`config.mk`:
```
export PLATFORM = sky130hd
export DESIGN_NAME = fhf_top
export DESIGN_NICKNAME = d
export VERILOG_FILES = /design/src/pkg/fhf_pkg.sv /design/src/rtl/fhf_fifo.sv /design/src/rtl/fhf_top.sv
export SDC_FILE = /design/constraint.sdc
export NUM_CORES = 1
export LEC_CHECK = 0
export BUFFER_PORTS_ARGS = -buffer_cell sky130_fd_sc_hd__clkbuf_2
export CAP_MARGIN = 20
export CORE_MARGIN = 3
export CORE_UTILIZATION = 58
export CTS_CLUSTER_SIZE = 12
export DETAILED_ROUTE_END_ITERATION = 10
export PLACE_DENSITY_LB_ADDON = 0.25
export SLEW_MARGIN = 20
export SYNTH_ARGS = -nofsm -noshare
export SYNTH_HDL_FRONTEND = slang
export SYNTH_SLANG_ARGS = --single-unit
```
`constraint.sdc`:
```
create_clock -name clk_sys -period 4.8 [get_ports clk_sys]
set_clock_uncertainty 0.15 [all_clocks]
set_input_delay 0.72 -clock clk_sys [delete_from_list [all_inputs] [get_ports clk_sys]]
set_output_delay 0.72 -clock clk_sys [all_outputs]
set_load 0.02 [all_outputs]
```
`src/pkg/fhf_pkg.sv`:
```
// constants and types for the fill-level flag queue
// ==========================================
// How it works
// - each handshake flag can be disabled, polarity chosen at build time
// - write acknowledge pulses one cycle after each accepted write
// - standard mode: read-valid for each accepted read, low for empty reads
// - standard mode: data and read-valid appear the cycle after the request
// - look-ahead mode: head word shown unrequested, read-valid while any word held
// - write while full: no acknowledge, overflow raised, queue unchanged
// - read while empty: no read-valid, underflow raised, queue unchanged
// - high flag sets when count reaches set threshold; writes go on until full
// - high flag clears when count drops below the clear threshold
// - high flag sets on the edge after the write reaching the threshold
// - hard-primitive single threshold clears only below threshold minus one
// - five threshold schemes selectable for the high flag; low flag single or pair constant only; hard primitive only single constant
// - word count output and high flag lag the write by one cycle
// - low flag sets at count <= set level, clears above clear level
// - a write stores the word when enabled and the queue is not full
// ==========================================
`default_nettype none
package fhf_pkg;
	localparam int FHF_DW = 8;
	localparam int FHF_DEPTH = 8;
	localparam int FHF_AW = 3;
	localparam int FHF_CW = 4;
	localparam logic [FHF_CW-1:0] FHF_CNT_RST = 4'h0;
	localparam logic [FHF_CW-1:0] FHF_HI_SET_CONST = 4'h6;
	localparam logic [FHF_CW-1:0] FHF_HI_CLR_CONST = 4'h4;
	localparam logic [FHF_CW-1:0] FHF_LO_SET_CONST = 4'h1;
	localparam logic [FHF_CW-1:0] FHF_LO_CLR_CONST = 4'h2;
	localparam logic FHF_HI_RST = 1'b0;
	localparam logic FHF_LO_RST = 1'b1;
	typedef enum logic [2:0] {
		FHF_TH_SINGLE_CONST,
		FHF_TH_SINGLE_PORT,
		FHF_TH_PAIR_CONST,
		FHF_TH_PAIR_PORT,
		FHF_TH_HARD_CONST
	} fhf_thresh_mode_t;
endpackage
`default_nettype wire

```
`src/rtl/fhf_fifo.sv`:
```
// storage queue with valid/ready on both sides and read data taken combinationally from the head entry
`default_nettype none
module fhf_fifo #(
	parameter int WIDTH = 8,
	parameter int DEPTH = 8,
	parameter int AW = 3
) (
	input wire logic clk_sys,
	input wire logic rst_b,
	input wire logic in_valid,
	output logic in_ready,
	input wire logic [WIDTH-1:0] in_data,
	output logic out_valid,
	input wire logic out_ready,
	output logic [WIDTH-1:0] out_data,
	output logic [AW:0] count
);
	logic [WIDTH-1:0] mem_r [DEPTH];
	logic [AW-1:0] wptr_r;
	logic [AW-1:0] rptr_r;
	logic [AW:0] cnt_r;
	logic push;
	logic pop;
	// ==========================================
	// handshake decode
	// a pop in the same cycle does not make room for a push
	assign in_ready = (cnt_r != (AW+1)'(DEPTH));
	assign out_valid = (cnt_r != '0);
	assign push = in_valid && (cnt_r != (AW+1)'(DEPTH));
	assign pop = out_ready && out_valid;
	assign count = cnt_r;
	assign out_data = mem_r[rptr_r];
	// ==========================================
	// pointers and storage
	always_ff @(posedge clk_sys) begin
		if (!rst_b) begin
			wptr_r <= '0;
			rptr_r <= '0;
			cnt_r <= '0;
		end else begin
			if (push)
				wptr_r <= wptr_r + 1'b1;
			if (pop)
				rptr_r <= rptr_r + 1'b1;
			cnt_r <= cnt_r + (AW+1)'(push) - (AW+1)'(pop);
		end
	end
	always_ff @(posedge clk_sys) begin
		if (push)
			mem_r[wptr_r] <= in_data;
	end
endmodule
`default_nettype wire

```
`src/rtl/fhf_top.sv`:
```
// handshake and fill-level flags around an 8-word queue
`default_nettype none
module fhf_top import fhf_pkg::*; #(
	parameter bit WR_ACK_EN = 1'b1,
	parameter bit WR_ACK_HIGH = 1'b1,
	parameter bit RD_VALID_EN = 1'b1,
	parameter bit RD_VALID_HIGH = 1'b1,
	parameter bit OVERFLOW_EN = 1'b1,
	parameter bit OVERFLOW_HIGH = 1'b1,
	parameter bit UNDERFLOW_EN = 1'b1,
	parameter bit UNDERFLOW_HIGH = 1'b1,
	parameter bit LOOK_AHEAD = 1'b0,
	parameter fhf_thresh_mode_t HI_MODE = FHF_TH_PAIR_PORT,
	parameter fhf_thresh_mode_t LO_MODE = FHF_TH_PAIR_CONST
) (
	input wire logic clk_sys,
	input wire logic rst_b,
	input wire logic wr_en,
	input wire logic [FHF_DW-1:0] wr_data,
	input wire logic rd_en,
	output logic [FHF_DW-1:0] rd_data,
	output logic full,
	output logic empty,
	output logic wr_ack,
	output logic rd_valid,
	output logic overflow,
	output logic underflow,
	output logic [FHF_CW-1:0] wr_count,
	output logic fill_level_high_flag,
	output logic fill_level_low_flag,
	input wire logic [FHF_CW-1:0] high_level_threshold_in,
	input wire logic [FHF_CW-1:0] high_level_set_threshold_in,
	input wire logic [FHF_CW-1:0] high_level_clear_threshold_in
);
	logic q_in_ready;
	logic q_out_valid;
	logic [FHF_DW-1:0] q_out_data;
	logic [FHF_CW-1:0] q_count;
	logic wr_ok;
	logic wr_bad;
	logic rd_ok;
	logic rd_bad;
	logic q_pop;
	logic [FHF_CW-1:0] cnt_after;
	logic [FHF_CW-1:0] hi_set;
	logic [FHF_CW-1:0] hi_clr;
	logic hi_nxt;
	logic lo_nxt;
	logic [FHF_CW-1:0] th_single_r;
	logic [FHF_CW-1:0] th_set_r;
	logic [FHF_CW-1:0] th_clr_r;
	logic wr_ack_r;
	logic rd_valid_r;
	logic overflow_r;
	logic underflow_r;
	logic hi_r;
	logic lo_r;
	logic full_r;
	logic empty_r;
	logic [FHF_CW-1:0] wr_count_r;
	logic [FHF_DW-1:0] rd_data_r;

	// ==========================================
	// queue
	fhf_fifo #(
		.WIDTH(FHF_DW),
		.DEPTH(FHF_DEPTH),
		.AW(FHF_AW)
	) u_fifo (
		.clk_sys(clk_sys),
		.rst_b(rst_b),
		.in_valid(wr_ok),
		.in_ready(q_in_ready),
		.in_data(wr_data),
		.out_valid(q_out_valid),
		.out_ready(q_pop),
		.out_data(q_out_data),
		.count(q_count)
	);

	// ==========================================
	// request decode
	// a write is taken only when not full; same-cycle read does not make room
	assign wr_ok = wr_en && q_in_ready;
	assign wr_bad = wr_en && !wr_ok;
	assign rd_ok = rd_en && q_out_valid;
	assign rd_bad = rd_en && !q_out_valid;
	assign q_pop = rd_ok;
	assign cnt_after = q_count + FHF_CW'(wr_ok) - FHF_CW'(rd_ok);

	// ==========================================
	// threshold selection, ports captured while in reset
	always_ff @(posedge clk_sys) begin
		if (!rst_b) begin
			th_single_r <= high_level_threshold_in;
			th_set_r <= high_level_set_threshold_in;
			th_clr_r <= high_level_clear_threshold_in;
		end
	end
	assign hi_set = (HI_MODE == FHF_TH_SINGLE_PORT) ? th_single_r :
		(HI_MODE == FHF_TH_PAIR_PORT) ? th_set_r : FHF_HI_SET_CONST;
	assign hi_clr = (HI_MODE == FHF_TH_SINGLE_PORT) ? th_single_r :
		(HI_MODE == FHF_TH_PAIR_PORT) ? th_clr_r :
		(HI_MODE == FHF_TH_PAIR_CONST) ? FHF_HI_CLR_CONST :
		(HI_MODE == FHF_TH_HARD_CONST) ? FHF_HI_SET_CONST - 4'h1 : FHF_HI_SET_CONST;
	// hysteresis: set at or above, clear below, otherwise hold
	assign hi_nxt = (cnt_after >= hi_set) ? 1'b1 : (cnt_after < hi_clr) ? 1'b0 : hi_r;
	assign lo_nxt = (cnt_after <= FHF_LO_SET_CONST) ? 1'b1 :
		(cnt_after > ((LO_MODE == FHF_TH_PAIR_CONST) ? FHF_LO_CLR_CONST : FHF_LO_SET_CONST)) ? 1'b0 : lo_r;

	// ==========================================
	// flag registers
	always_ff @(posedge clk_sys) begin
		if (!rst_b) begin
			wr_ack_r <= 1'b0;
			overflow_r <= 1'b0;
			rd_valid_r <= 1'b0;
			underflow_r <= 1'b0;
			hi_r <= FHF_HI_RST;
			lo_r <= FHF_LO_RST;
			full_r <= 1'b0;
			empty_r <= 1'b1;
			wr_count_r <= FHF_CNT_RST;
			rd_data_r <= '0;
		end else begin
			wr_ack_r <= wr_ok;
			overflow_r <= wr_bad;
			underflow_r <= rd_bad;
			hi_r <= hi_nxt;
			lo_r <= lo_nxt;
			full_r <= (cnt_after == FHF_CW'(FHF_DEPTH));
			empty_r <= (cnt_after == '0);
			wr_count_r <= cnt_after;
			if (LOOK_AHEAD) begin
				// head word after this edge, shown without request
				rd_valid_r <= (cnt_after != '0);
				if (rd_ok)
					rd_data_r <= (q_count > 4'h1) ? u_fifo.mem_r[u_fifo.rptr_r + 3'h1] :
						(wr_ok ? wr_data : rd_data_r);
				else if (q_count == '0 && wr_ok)
					rd_data_r <= wr_data;
				else if (q_out_valid)
					rd_data_r <= q_out_data;
			end else begin
				rd_valid_r <= rd_ok;
				if (rd_ok)
					rd_data_r <= q_out_data;
			end
		end
	end

	// ==========================================
	// polarity and enable of handshake outputs
	assign wr_ack = WR_ACK_EN ? (wr_ack_r ~^ WR_ACK_HIGH) : !WR_ACK_HIGH;
	assign rd_valid = RD_VALID_EN ? (rd_valid_r ~^ RD_VALID_HIGH) : !RD_VALID_HIGH;
	assign overflow = OVERFLOW_EN ? (overflow_r ~^ OVERFLOW_HIGH) : !OVERFLOW_HIGH;
	assign underflow = UNDERFLOW_EN ? (underflow_r ~^ UNDERFLOW_HIGH) : !UNDERFLOW_HIGH;
	assign fill_level_high_flag = hi_r;
	assign fill_level_low_flag = lo_r;
	assign full = full_r;
	assign empty = empty_r;
	assign wr_count = wr_count_r;
	assign rd_data = rd_data_r;
endmodule
`default_nettype wire

```
# Word level (Yosys, flattened, before mapping)
# Memories as Yosys holds them, arrays and structs flattened. A register that Yosys moved wholly into a read port is not among the register bits.
# Cells that the tools add are included.
[totals]
register_bits = 30
mem_bits_rw = 64
inputBits = 24
out_inout_bits = 20
word_cells = 45
n_memories = 1
[classes]
n_addsub = 6
order_cmp = 4
eq_ne = 2
muxes = 4
n_bitwise = 1
reduce_logical = 13
[mem_list]
columns = ["memory", "depth", "word_bits", "rd", "rd_clocked_by_memory_dff", "write_ports", "line_no", "source"]
rows = [
  ["u_fifo.mem_r", 8, 8, 1, 1, 1, "fhf_fifo.sv:18", "logic [WIDTH-1:0] mem_r [DEPTH];"],
]
[op_table]
columns = ["op", "count"]
rows = [
  ["adder 4 x 1 -> 4 bit", 2],
  ["subtractor 4 x 1 -> 4 bit", 2],
  ["adder 3 x 1 -> 3 bit, second input constant", 2],
  ["logical AND 1 bit", 6],
  ["== test 4 bit, second input constant", 1],
  ["greater-or-equal comparator 4 bit", 1],
  ["> comparator 4 x 2 -> 1 bit, second input constant", 1],
  ["less-or-equal comparator 4 x 1 -> 1 bit, second input constant", 1],
  ["logical NOT 4 bit", 1],
  ["less-than comparator 4 bit", 1],
  ["two-way mux 1 bit", 4],
  ["!= test 4 bit, second input constant", 1],
  ["nonzero test 4 bit", 1],
  ["logical NOT 1 bit", 3],
  ["nonzero test 2 bit", 1],
  ["OR reduction 2 bit", 1],
  ["NOT 1 bit", 1],
]

# Longest topological paths before layout
# Gate-level depths: netlist of run 1.
[depth]
ltp_word = 7
mapped_depth = 15

# By module
# Synthesis of run 1 repeated with hierarchy kept, for this count alone.
[hier_totals]
hier_cells = 282
area_unflattened_um2 = 4305.4
[by_module_without_submodules]
columns = ["module", "instances", "cells_per_inst", "area_per_inst_um2", "seq_area_each_um2"]
rows = [
  ["fhf_fifo", 1, 171, 3176.8, 2182.1],
  ["fhf_top", 1, 111, 1128.6, 640.6],
]

# Worst setup path before layout of run 1
# No wires, ideal clock.
[synth_path]
path_type = "input -> register"
from = "input port rd_en"
to = "register hi_r (netlist: fill_level_high_flag)"
setup_ns = 0.067
t_arrival_ns = 3.350
required_time_ns = 4.583
slack_ns = 1.232
path_stages = 13
n_path_buf = 1
cell_sequence = "a21boi_1 -> clkbuf_1 -> ha_1 -> inv_1 -> ha_1 -> inv_1 -> fa_1 -> inv_1 -> ha_1 -> a21oi_1 -> maj3_2 -> maj3_2 -> a21oi_2"
[synth_between]
elab_chain_cells = 4
word_cells_on_any_way = 6
classes_between = "add/sub: 1; order compare: 2; mux: 1; reduce/logical: 2"
[synth_rtl]
columns = ["item", "line_no", "source"]
rows = [
  ["from (decl)", "fhf_top.sv:20", "input wire logic rd_en,"],
  ["logical AND 1 bit *", "fhf_top.sv:86", "assign rd_ok = rd_en && q_out_valid;"],
  ["net q_pop", "fhf_top.sv:43", "logic q_pop;"],
  ["subtractor 4 x 1 -> 4 bit *", "fhf_top.sv:89", "assign cnt_after = q_count + FHF_CW'(wr_ok) - FHF_CW'(rd_ok);"],
  ["net cnt_after[1]", "fhf_top.sv:44", "logic [FHF_CW-1:0] cnt_after;"],
  ["greater-or-equal comparator 4 bit or less-than comparator 4 bit (tied branches)", "fhf_top.sv:107", "assign hi_nxt = (cnt_after >= hi_set) ? 1'b1 : (cnt_after < hi_clr) ? 1'b0 : hi_r;"],
  ["two-way mux 1 bit or nonzero test 2 bit (tied branches)", "-", ""],
  ["to (signal assigned)", "fhf_top.sv:129", "hi_r <= hi_nxt;"],
  ["to (decl)", "fhf_top.sv:56", "logic hi_r;"],
]
# Mark *: on every way through the listed nets, which the timed path passes. The rest lies on a longest branch.
# A chain may end at the register's enable or synchronous reset.

# Final worst setup path of run 1
[layout_path]
from = "register u_fifo.cnt_r[1] (netlist: u_fifo.count[1])"
to = "register hi_r (netlist: fill_level_high_flag)"
[layout_between]
elab_chain_cells = 6
word_cells_on_any_way = 10
classes_between = "add/sub: 2; order compare: 2; eq/ne: 1; mux: 1; reduce/logical: 4"
[layout_rtl]
columns = ["item", "line_no", "source"]
rows = [
  ["from (decl)", "fhf_fifo.sv:21", "logic [AW:0] cnt_r;"],
  ["from (signal assigned)", "fhf_fifo.sv:45", "cnt_r <= cnt_r + (AW+1)'(push) - (AW+1)'(pop);"],
  ["!= test 4 bit", "fhf_fifo.sv:27", "assign in_ready = (cnt_r != (AW+1)'(DEPTH));"],
  ["logical AND 1 bit", "fhf_top.sv:84", "assign wr_ok = wr_en && q_in_ready;"],
  ["adder 4 x 1 -> 4 bit", "fhf_top.sv:89", ""],
  ["subtractor 4 x 1 -> 4 bit *", "fhf_top.sv:89", ""],
  ["net cnt_after[1]", "fhf_top.sv:44", ""],
  ["greater-or-equal comparator 4 bit or less-than comparator 4 bit (tied branches)", "fhf_top.sv:107", ""],
  ["two-way mux 1 bit or nonzero test 2 bit (tied branches)", "-", ""],
]
# Marks and branches as above.

==> results of run 1 <==
[path summary, 6_finish.rpt]
check                                                start  slack [ns]  depth (start not counted)                                end
worst min register to register     rd_data[4]$_SDFFE_PN0P_        0.35                          2            rd_data[4]$_SDFFE_PN0P_
worst max-delay path            u_fifo.count[1]$_SDFF_PN0_        1.31                         14  fill_level_high_flag$_SDFFE_PN0P_
worst max register to register  u_fifo.count[1]$_SDFF_PN0_        1.31                         14  fill_level_high_flag$_SDFFE_PN0P_
worst min-delay path               rd_data[4]$_SDFFE_PN0P_        0.35                          2            rd_data[4]$_SDFFE_PN0P_
[kinds of logic after synthesis]
| family | after synthesis | share of synthesized area |
|---|---|---|
| DFF | 102 | 0.683 |
| and+or+nand+nor | 49 | 0.0560 |
| buffers and inverters | 27 | 0.0322 |
| muxes | 25 | 0.111 |
| AOI/OAI and AO/OA | 22 | 0.0365 |
| adders and majority gates | 19 | 0.0619 |
| xor gates and xnor gates | 8 | 0.0192 |
[worst max-delay path: stages (launching register included)]
cell	delay (ns)
dfxtp_1	0.47
nor2_1	0.13
a21boi_2	0.15
buf_4	0.26
ha_1	0.27
inv_1	0.06
ha_1	0.16
inv_1	0.05
fa_1	0.57
inv_1	0.08
ha_1	0.27
a21oi_1	0.06
maj3_2	0.31
maj3_2	0.31
a21oi_2	0.12
[state kept, by name (all words and copies together), names as in the netlist, 3 cells and up]
signal and cells:
u_fifo.mem_r 64, rd_data 8, hi_clr 4, hi_set 4, u_fifo.count 4, wr_count 4
u_fifo.rptr_r 3, u_fifo.wptr_r 3
[per-layer routing]
metal,routed length [um],track usage,vias to the layer above
met5,0,0,-
met4,92,0.0460,0
met3,309,0.0590,9
met2,3260,0.293,57
met1,3110,0.244,1059
li1,-,-,1034
[cell type report]
cell class,instances,area [um2],area share
flip-flops and latches,102,2760,0.608
multi-input cells,123,1160,0.256
repair buffers,46,248,0.0545
clock buffers,9,124,0.0273
well taps,93,116,0.0256
inverters,18,67.6,0.0149
clock inverters,7,65.1,0.0143
[power groups by stage]
stage	Combinational, mW	Sequential [mW]	Clock [mW]
floorplan	0.605	1.20	0
global placement	0.840	1.15	0
detailed placement	0.862	1.15	0
CTS	0.869	1.13	0.517
global route	0.956	1.15	0.552
finish	0.854	1.13	0.504
[cells in the final DEF, fill, tap and decap left out, drive strengths merged, types with 7 or more instances in the layout]
cell type,count
clkbuf,48
nand2,8
edfxtp,72
ha,15
mux4,16
dfxtp,30
nor2,25
buf,7
a21oi,7
a211oi,8
inv,22
mux2i,9
==> results.yml, run 1 <==
floorplan:
  fp.dieH_um: 89.5
  fp.dieW_um: 89.5
  ios: 44
  core_region_area_um2: 6570
  rows: 29
  start_util: 0.616
  die-area_um2: 8010
synth:
  syn_avg_cell_area_um2: 16.1
  yosysTopAreaCell: "edfxtp_1"
  ys_types: 33
  syn-instance-count: 252
  netlist.area_leader.share: 0.534
  synthArstFlopShare: 0
  yosys-top-cells-count: "edfxtp_1, dfxtp_1, nor2_1"
  synth_area_leaders: "edfxtp_1, dfxtp_1, mux4_2, ha_1, nor2_1"
  yosysMostFrequentCell: "edfxtp_1"
  synth_area_um2: 4050
  synthFlopType: "edfxtp_1"
  synth_edf_count: 72
  yosysWarnings: 0
  syn_nets: 293
  ys_seq_elements: 102
  synth_seq_area_share: 0.683
clocking:
  ctsLongestPathBuffers: 2
  cts.sinks: 102
  cts_tree: "done"
  clock_latency_ns: 0.36
  hold_buffers: 0
  cts_inserted_buffers: 9
  cts.clk_slew.worst_paths_ns: 0.09
  cts_setup_buffers: 0
  clockRootBuffer: "clkbuf_8"
  cts.repair.resized: 0
  h-tree-depth: 3
sta:
  setup_viol: 0
  final_hold_viol_count: 0
  slew_headroom: 0.320
  period_minus_slack_ns: 3.49
  rsz0062_at_grt: "false"
  finalWorstSetupSlack_ns: 1.31
  fin_crit_sh: 0.728
  finalMaxSlewViolations: 0
  setup-tns-final_ns: 0
  tightest_slew_ns: 1.02
  worst_hold_slack_ns: 0.354
  max_freq_mhz: 286
global_route:
  grt_pass1_vias: 2051
  grtUsageTotal: 0.182
  antenna_found_initial: 0
  grt_pass1_wl_um: 10400
  grt_max_degree: 32
  overflow: 0
min_path:
  hold_class: "reg2reg"
run:
  cap_viol_max_count: 0
cells_and_area:
  finalInstanceArea_um2: 4550
  finalNonFillerCells: 398
  nets: 341
  antenna_cells: 0
  final_util: 0.692
  n_fill_cell: 439
  syn2layout_area_growth_pct: 12.4
  layout-drive-gt1-share: 0.272
power_and_ir_drop:
  p_sw_frac: 0.337
  clkPwrFrac: 0.203
  p_int_mw: 1.65
  ir_worst_vdd_mv: 0.282
  pwr-share-comb: 0.343
  power.total_mw: 2.49
  power-per-cell-area_nw_per_um2: 547
  leakage_nw: 1.68
  p_sw_uw: 839
  p_seq_frac: 0.454
placed_design:
  post_dp_cell_area_um2: 4360
  gp_congestion: 0.807
  place_ws_ns: 1.11
  io_buffers: 39
  hpwl_um: 4520
  dpl.cell_count: 382
drt:
  vias: 2159
  dr.pass1.iters: 4
  wl_um: 6780
  wl_per_cell_um: 17.0
  drtIter0Drc: 130
  viasPerCell: 5.42
  drtAntennaViolNets: 0
  post-route-drc-count: 0
critical_path:
  end_kind: "register"
  worst_setup_path_start_kind: "register"
  path_class: "reg2reg"
  cp_data_arrival_time_ns: 3.63
  required_ns: 4.94
  path_max_fanout: 22
run_status:
  outcome: "finished, final reports clean"
Power figures use the tool's default switching activity.
==> run 2: changes to the inputs <==
Clock period 4.8 ns to 3.3 ns, I/O delays scaled along.
==> run 2 against run 1 <==
Against the previous run: maximum frequency up 12%; flip-flop and latch count unchanged; worst setup slack worse by 1.1 ns; critical path depth unchanged; die area unchanged; first-iteration DRC count down 22%; sequential power up 45%; total power up 52%; global-route usage up 1.8 points; largest power group unchanged.
==> results.yml, run 2 (synthesis results as in run 1) <==
run_status:
  outcome: "finished, final reports clean"
power_and_ir_drop:
  p_seq_frac: 0.435
  p_int_mw: 2.52
  p_sw_frac: 0.333
  pwr-share-comb: 0.347
  ir_worst_vdd_mv: 0.418
  clkPwrFrac: 0.218
  p_sw_mw: 1.26
  leakage_nw: 1.73
  power-per-cell-area_nw_per_um2: 816
clocking:
  h-tree-depth: 3
  cts.sinks: 102
  cts_tree: "done"
  clockRootBuffer: "clkbuf_8"
  hold_buffers: 0
  cts.clk_slew.worst_paths_ns: 0.10
  ctsLongestPathBuffers: 2
  clock_latency_ns: 0.38
  cts_inserted_buffers: 9
cells_and_area:
  antenna_cells: 0
  final_cell_mix: "edfxtp_1, clkbuf_2, dfxtp_1"
  layout_commonest_cell: "edfxtp_1"
  nets: 350
  regMostFlops: "u_fifo.mem_r"
  largest_reg_flops: 64
  layout-drive-gt1-share: 0.299
  syn2layout_area_growth_pct: 14.6
global_route:
  grt_pass1_vias: 2250
  grtUsageTotal: 0.200
  grt_use_met3: 0.0525
  top_usage_layer: "met2"
  antenna_found_initial: 0
  grt_max_degree: 22
  grt_pass1_wl_um: 11200
  met2_usage: 0.350
  overflow: 0
  grt_use_met1: 0.237
critical_path:
  cp_data_arrival_time_ns: 3.27
  path_class: "reg2reg"
  path_max_fanout: 3
  worst_setup_path_start_kind: "register"
  end_kind: "register"
  required_ns: 3.46
sta:
  fin_crit_sh: 0.944
  slew_headroom: 0.402
  setup-tns-final_ns: 0
  max_freq_mhz: 321
  finalMaxSlewViolations: 0
  final_hold_viol_count: 0
  rsz0062_at_grt: "false"
  finalWorstSetupSlack_ns: 0.185
  setup_viol: 0
  period_minus_slack_ns: 3.11
  tightest_slew_ns: 0.896
  worst_hold_slack_ns: 0.148
placed_design:
  hpwl_um: 4750
  gp_congestion: 0.816
  place_ws_ns: 0.144
  io_buffers: 39
drt:
  post-route-drc-count: 0
  vias: 2219
  wl_per_cell_um: 18.1
  drtIter0Drc: 101
  wl_um: 7390
  dr.pass1.iters: 4
  drtAntennaViolNets: 0
  viasPerCell: 5.45
floorplan:
  fp.dieW_um: 89.5
  ios: 44
  start_util: 0.616
  fp.dieH_um: 89.5
  die-area_um2: 8010
  rows: 29
  core_region_area_um2: 6570
run:
  cap_viol_max_count: 0
min_path:
  hold_class: "in2reg"
[run 2: final timing paths]
| kind | from | end | slack, ns | cells past startpoint |
|---|---|---|---|---|
| setup reg to reg | u_fifo.count[2]$_SDFF_PN0_ | fill_level_high_flag$_SDFFE_PN0P_ | 0.19 | 14 |
| hold reg to reg | fill_level_high_flag$_SDFFE_PN0P_ | fill_level_high_flag$_SDFFE_PN0P_ | 0.35 | 2 |
| setup / recovery | u_fifo.count[2]$_SDFF_PN0_ | fill_level_high_flag$_SDFFE_PN0P_ | 0.19 | 14 |
| hold / removal | high_level_clear_threshold_in[3] | hi_clr[3]$_DFFE_PN_ | 0.15 | 1 |
[run 2: repair_timing]
item | CTS | global route
resized for setup | 0 | 2
setup buffers | 0 | 1
setup endpoints to repair | 0 | 1
[run 2: power by group through the flow]
stage / Clock, mW / Combinational (mW) / Sequential [mW]
2_1_floorplan: 0 / 0.881 / 1.74
3_3_place_gp: 0 / 1.26 / 1.66
3_5_place_dp: 0 / 1.30 / 1.67
4_1_cts: 0.844 / 1.32 / 1.64
5_1_grt: 0.894 / 1.44 / 1.66
6_report: 0.825 / 1.31 / 1.64
[run 2: metal layers]
metal	wire length [um]	share of wire
met2	3810	0.52
met4	89	0.012
met1	3070	0.42
met3	421	0.057
met5	0	0
[run 2: per-stage QoR]
stage	utilization	std cells	cell area [um2]	total power, mW
floorplan	-	252	4050	2.62
global placement	0.672	390	4410	2.92
detailed placement	0.672	390	4410	2.97
CTS	0.704	406	4620	3.80
global route	0.706	407	4640	4.00
finish	0.706	407	4640	3.78
[run 2: cell type report]
type / instances / area (um2)
clock buffer: 9 / 124
sequential: 102 / 2760
multi-input combinational: 123 / 1160
fill: 436 / 1930
clock inverter: 7 / 88.8
inverter: 18 / 67.6
tap: 93 / 116
timing repair buffer: 55 / 315
[run 2: worst max-delay path, stage by stage, from the launching register on]
cell and delay (ns):
dfxtp_1 0.32, inv_1 0.06, ha_2 0.20, a21boi_2 0.16, ha_1 0.24, inv_1 0.06
ha_1 0.16, inv_1 0.05, fa_1 0.51, inv_1 0.07, ha_1 0.27, a21oi_1 0.06
maj3_2 0.31, maj3_2 0.31, a21oi_2 0.12
==> run 3: changes to the inputs <==
Settings changed: RECOVER_POWER set to 25.
==> run 3 against run 2 <==
Against the previous run: final cell count is the same; critical endpoint unchanged; clock power is essentially flat; global-route usage is the same; die area is the same; flip-flop and latch count is the same; critical path depth is the same; sequential share of layout area grew 0.13 points; highest routed layer unchanged; register-to-register slack is essentially flat; count of clock-buffer cells in the layout is the same; total power is essentially flat.
==> results.yml, run 3 (synthesis results as in run 1) <==
sta:
  setup-tns-final_ns: 0
  rsz0062_at_grt: "false"
  setup_viol: 0
  period_minus_slack_ns: 3.12
  tightest_slew_ns: 0.895
  finalMaxSlewViolations: 0
  finalWorstSetupSlack_ns: 0.182
  fin_crit_sh: 0.945
  final_hold_viol_count: 0
  worst_hold_slack_ns: 0.149
  slew_headroom: 0.403
  max_freq_mhz: 321
clocking:
  cts_tree: "done"
  cts.clk_slew.worst_paths_ns: 0.10
  cts_inserted_buffers: 9
  clockRootBuffer: "clkbuf_8"
  h-tree-depth: 3
  cts.sinks: 102
  hold_buffers: 0
  clock_latency_ns: 0.38
  ctsLongestPathBuffers: 2
cells_and_area:
  ff_latch_area_um2: 2760
  n_fill_cell: 442
  antenna_cells: 0
  final_cell_mix: "edfxtp_1, clkbuf_2, dfxtp_1"
  multi_input_area_um2: 1160
  largest_reg_flops: 64
  nets: 350
  layout-drive-gt1-share: 0.274
  layout_commonest_cell: "edfxtp_1"
  regMostFlops: "u_fifo.mem_r"
  syn2layout_area_growth_pct: 14.4
critical_path:
  path_max_fanout: 3
  path_class: "reg2reg"
  critPathLaunch: "u_fifo.count[2]$_SDFF_PN0_"
  cp_data_arrival_time_ns: 3.27
  cp_common_cell: "inv_1"
  crit_family: "adder cells"
  worstRegToRegCells: 14
  rr_startpoint: "u_fifo.count[2]$_SDFF_PN0_"
  slowest_delay_ns: 0.51
  end_kind: "register"
  slowest_stage: "fa_1"
  required_ns: 3.46
  worst_setup_path_start_kind: "register"
  path_buf_inv: 4
  path_cells: "inv_1 > ha_2 > a21boi_2 > ha_1 > inv_1 > ha_1 > inv_1 > fa_1 > inv_1 > ha_1 > a21oi_1 > maj3_2 > maj3_2 > a21oi_2"
  path_depth: 14
power_and_ir_drop:
  power-per-cell-area_nw_per_um2: 817
  ir_worst_vdd_mv: 0.417
  leakage_nw: 1.71
drt:
  viasPerCell: 5.46
  wl_um: 7380
  vias: 2223
  wl_per_cell_um: 18.1
  post-route-drc-count: 0
  drtIter0Drc: 101
  drtAntennaViolNets: 0
  dr.pass1.iters: 4
placed_design:
  io_buffers: 39
  hpwl_um: 4750
  place_ws_ns: 0.144
  gp_congestion: 0.816
global_route:
  grtUsageTotal: 0.200
  grt_max_degree: 22
  grt_pass1_wl_um: 11200
  overflow: 0
  grt_pass1_vias: 2250
  antenna_found_initial: 0
min_path:
  whs_path_depth: 1
  hp-start: "high_level_clear_threshold_in[3]"
  hold_class: "in2reg"
floorplan:
  ios: 44
  fp.dieW_um: 89.5
  rows: 29
  fp.dieH_um: 89.5
  start_util: 0.616
  die-area_um2: 8010
  core_region_area_um2: 6570
run_status:
  outcome: "finished, final reports clean"
run:
  cap_viol_max_count: 0
==> run 3: cell counts in the layout (fill, tap and decap cells not counted) <==
No cell type changed its count.
==> run 3: cell type report <==
class | instances | area share
clock buffers | 9 | 0.0268
clock inverters | 7 | 0.0192
inverters | 18 | 0.0146
multi-input cells | 123 | 0.251
flip-flops and latches | 102 | 0.597
well taps | 93 | 0.0252
repair buffers | 55 | 0.0660
==> run 3: what timing repair did <==
action	4_1_cts	5_1_grt
endpoints found under the hold margin	0	0
setup buffers	0	1
resized for setup	0	2
setup endpoints to repair	0	1
==> run 3: worst reg2reg max path, delay by kind of cell, from the launching register on <==
kind                     cells  cell delay [ns]
AO/OA/AOI/OAI                3             0.34
adder cells (fa/ha/maj)      7             2.00
buffers and inverters        4             0.25
flip-flops                   1             0.32
==> run 3: per-layer routing <==
metal | wire [um] | track usage | vias up
li1 | - | - | 1044
met1 | 3020 | 0.237 | 1094
met2 | 3790 | 0.350 | 72
met3 | 466 | 0.0525 | 13
met4 | 102 | 0.0758 | 0
met5 | 0 | 0 | -
==> run 3: power by group <==
part / internal [mW] / total (mW) / switching (mW)
sequential: 1.55 / 1.64 / 0.0958
combinational: 0.606 / 1.31 / 0.705
clock: 0.368 / 0.823 / 0.456
==> run 3: metrics by stage <==
step	util	instance area (um2)	total power [mW]	instances
floorplan	-	4050	2.62	252
global placement	0.672	4410	2.92	390
detailed placement	0.672	4410	2.97	390
CTS	0.704	4620	3.80	406
global route	0.704	4630	4.00	407
finish	0.704	4630	3.78	407
==> run 3: worst paths after layout <==
check             slack [ns]                           endpoint
hold / removal          0.15                hi_clr[3]$_DFFE_PN_
setup / recovery        0.18  fill_level_high_flag$_SDFFE_PN0P_
setup reg to reg        0.18  fill_level_high_flag$_SDFFE_PN0P_
hold reg to reg         0.35  fill_level_high_flag$_SDFFE_PN0P_
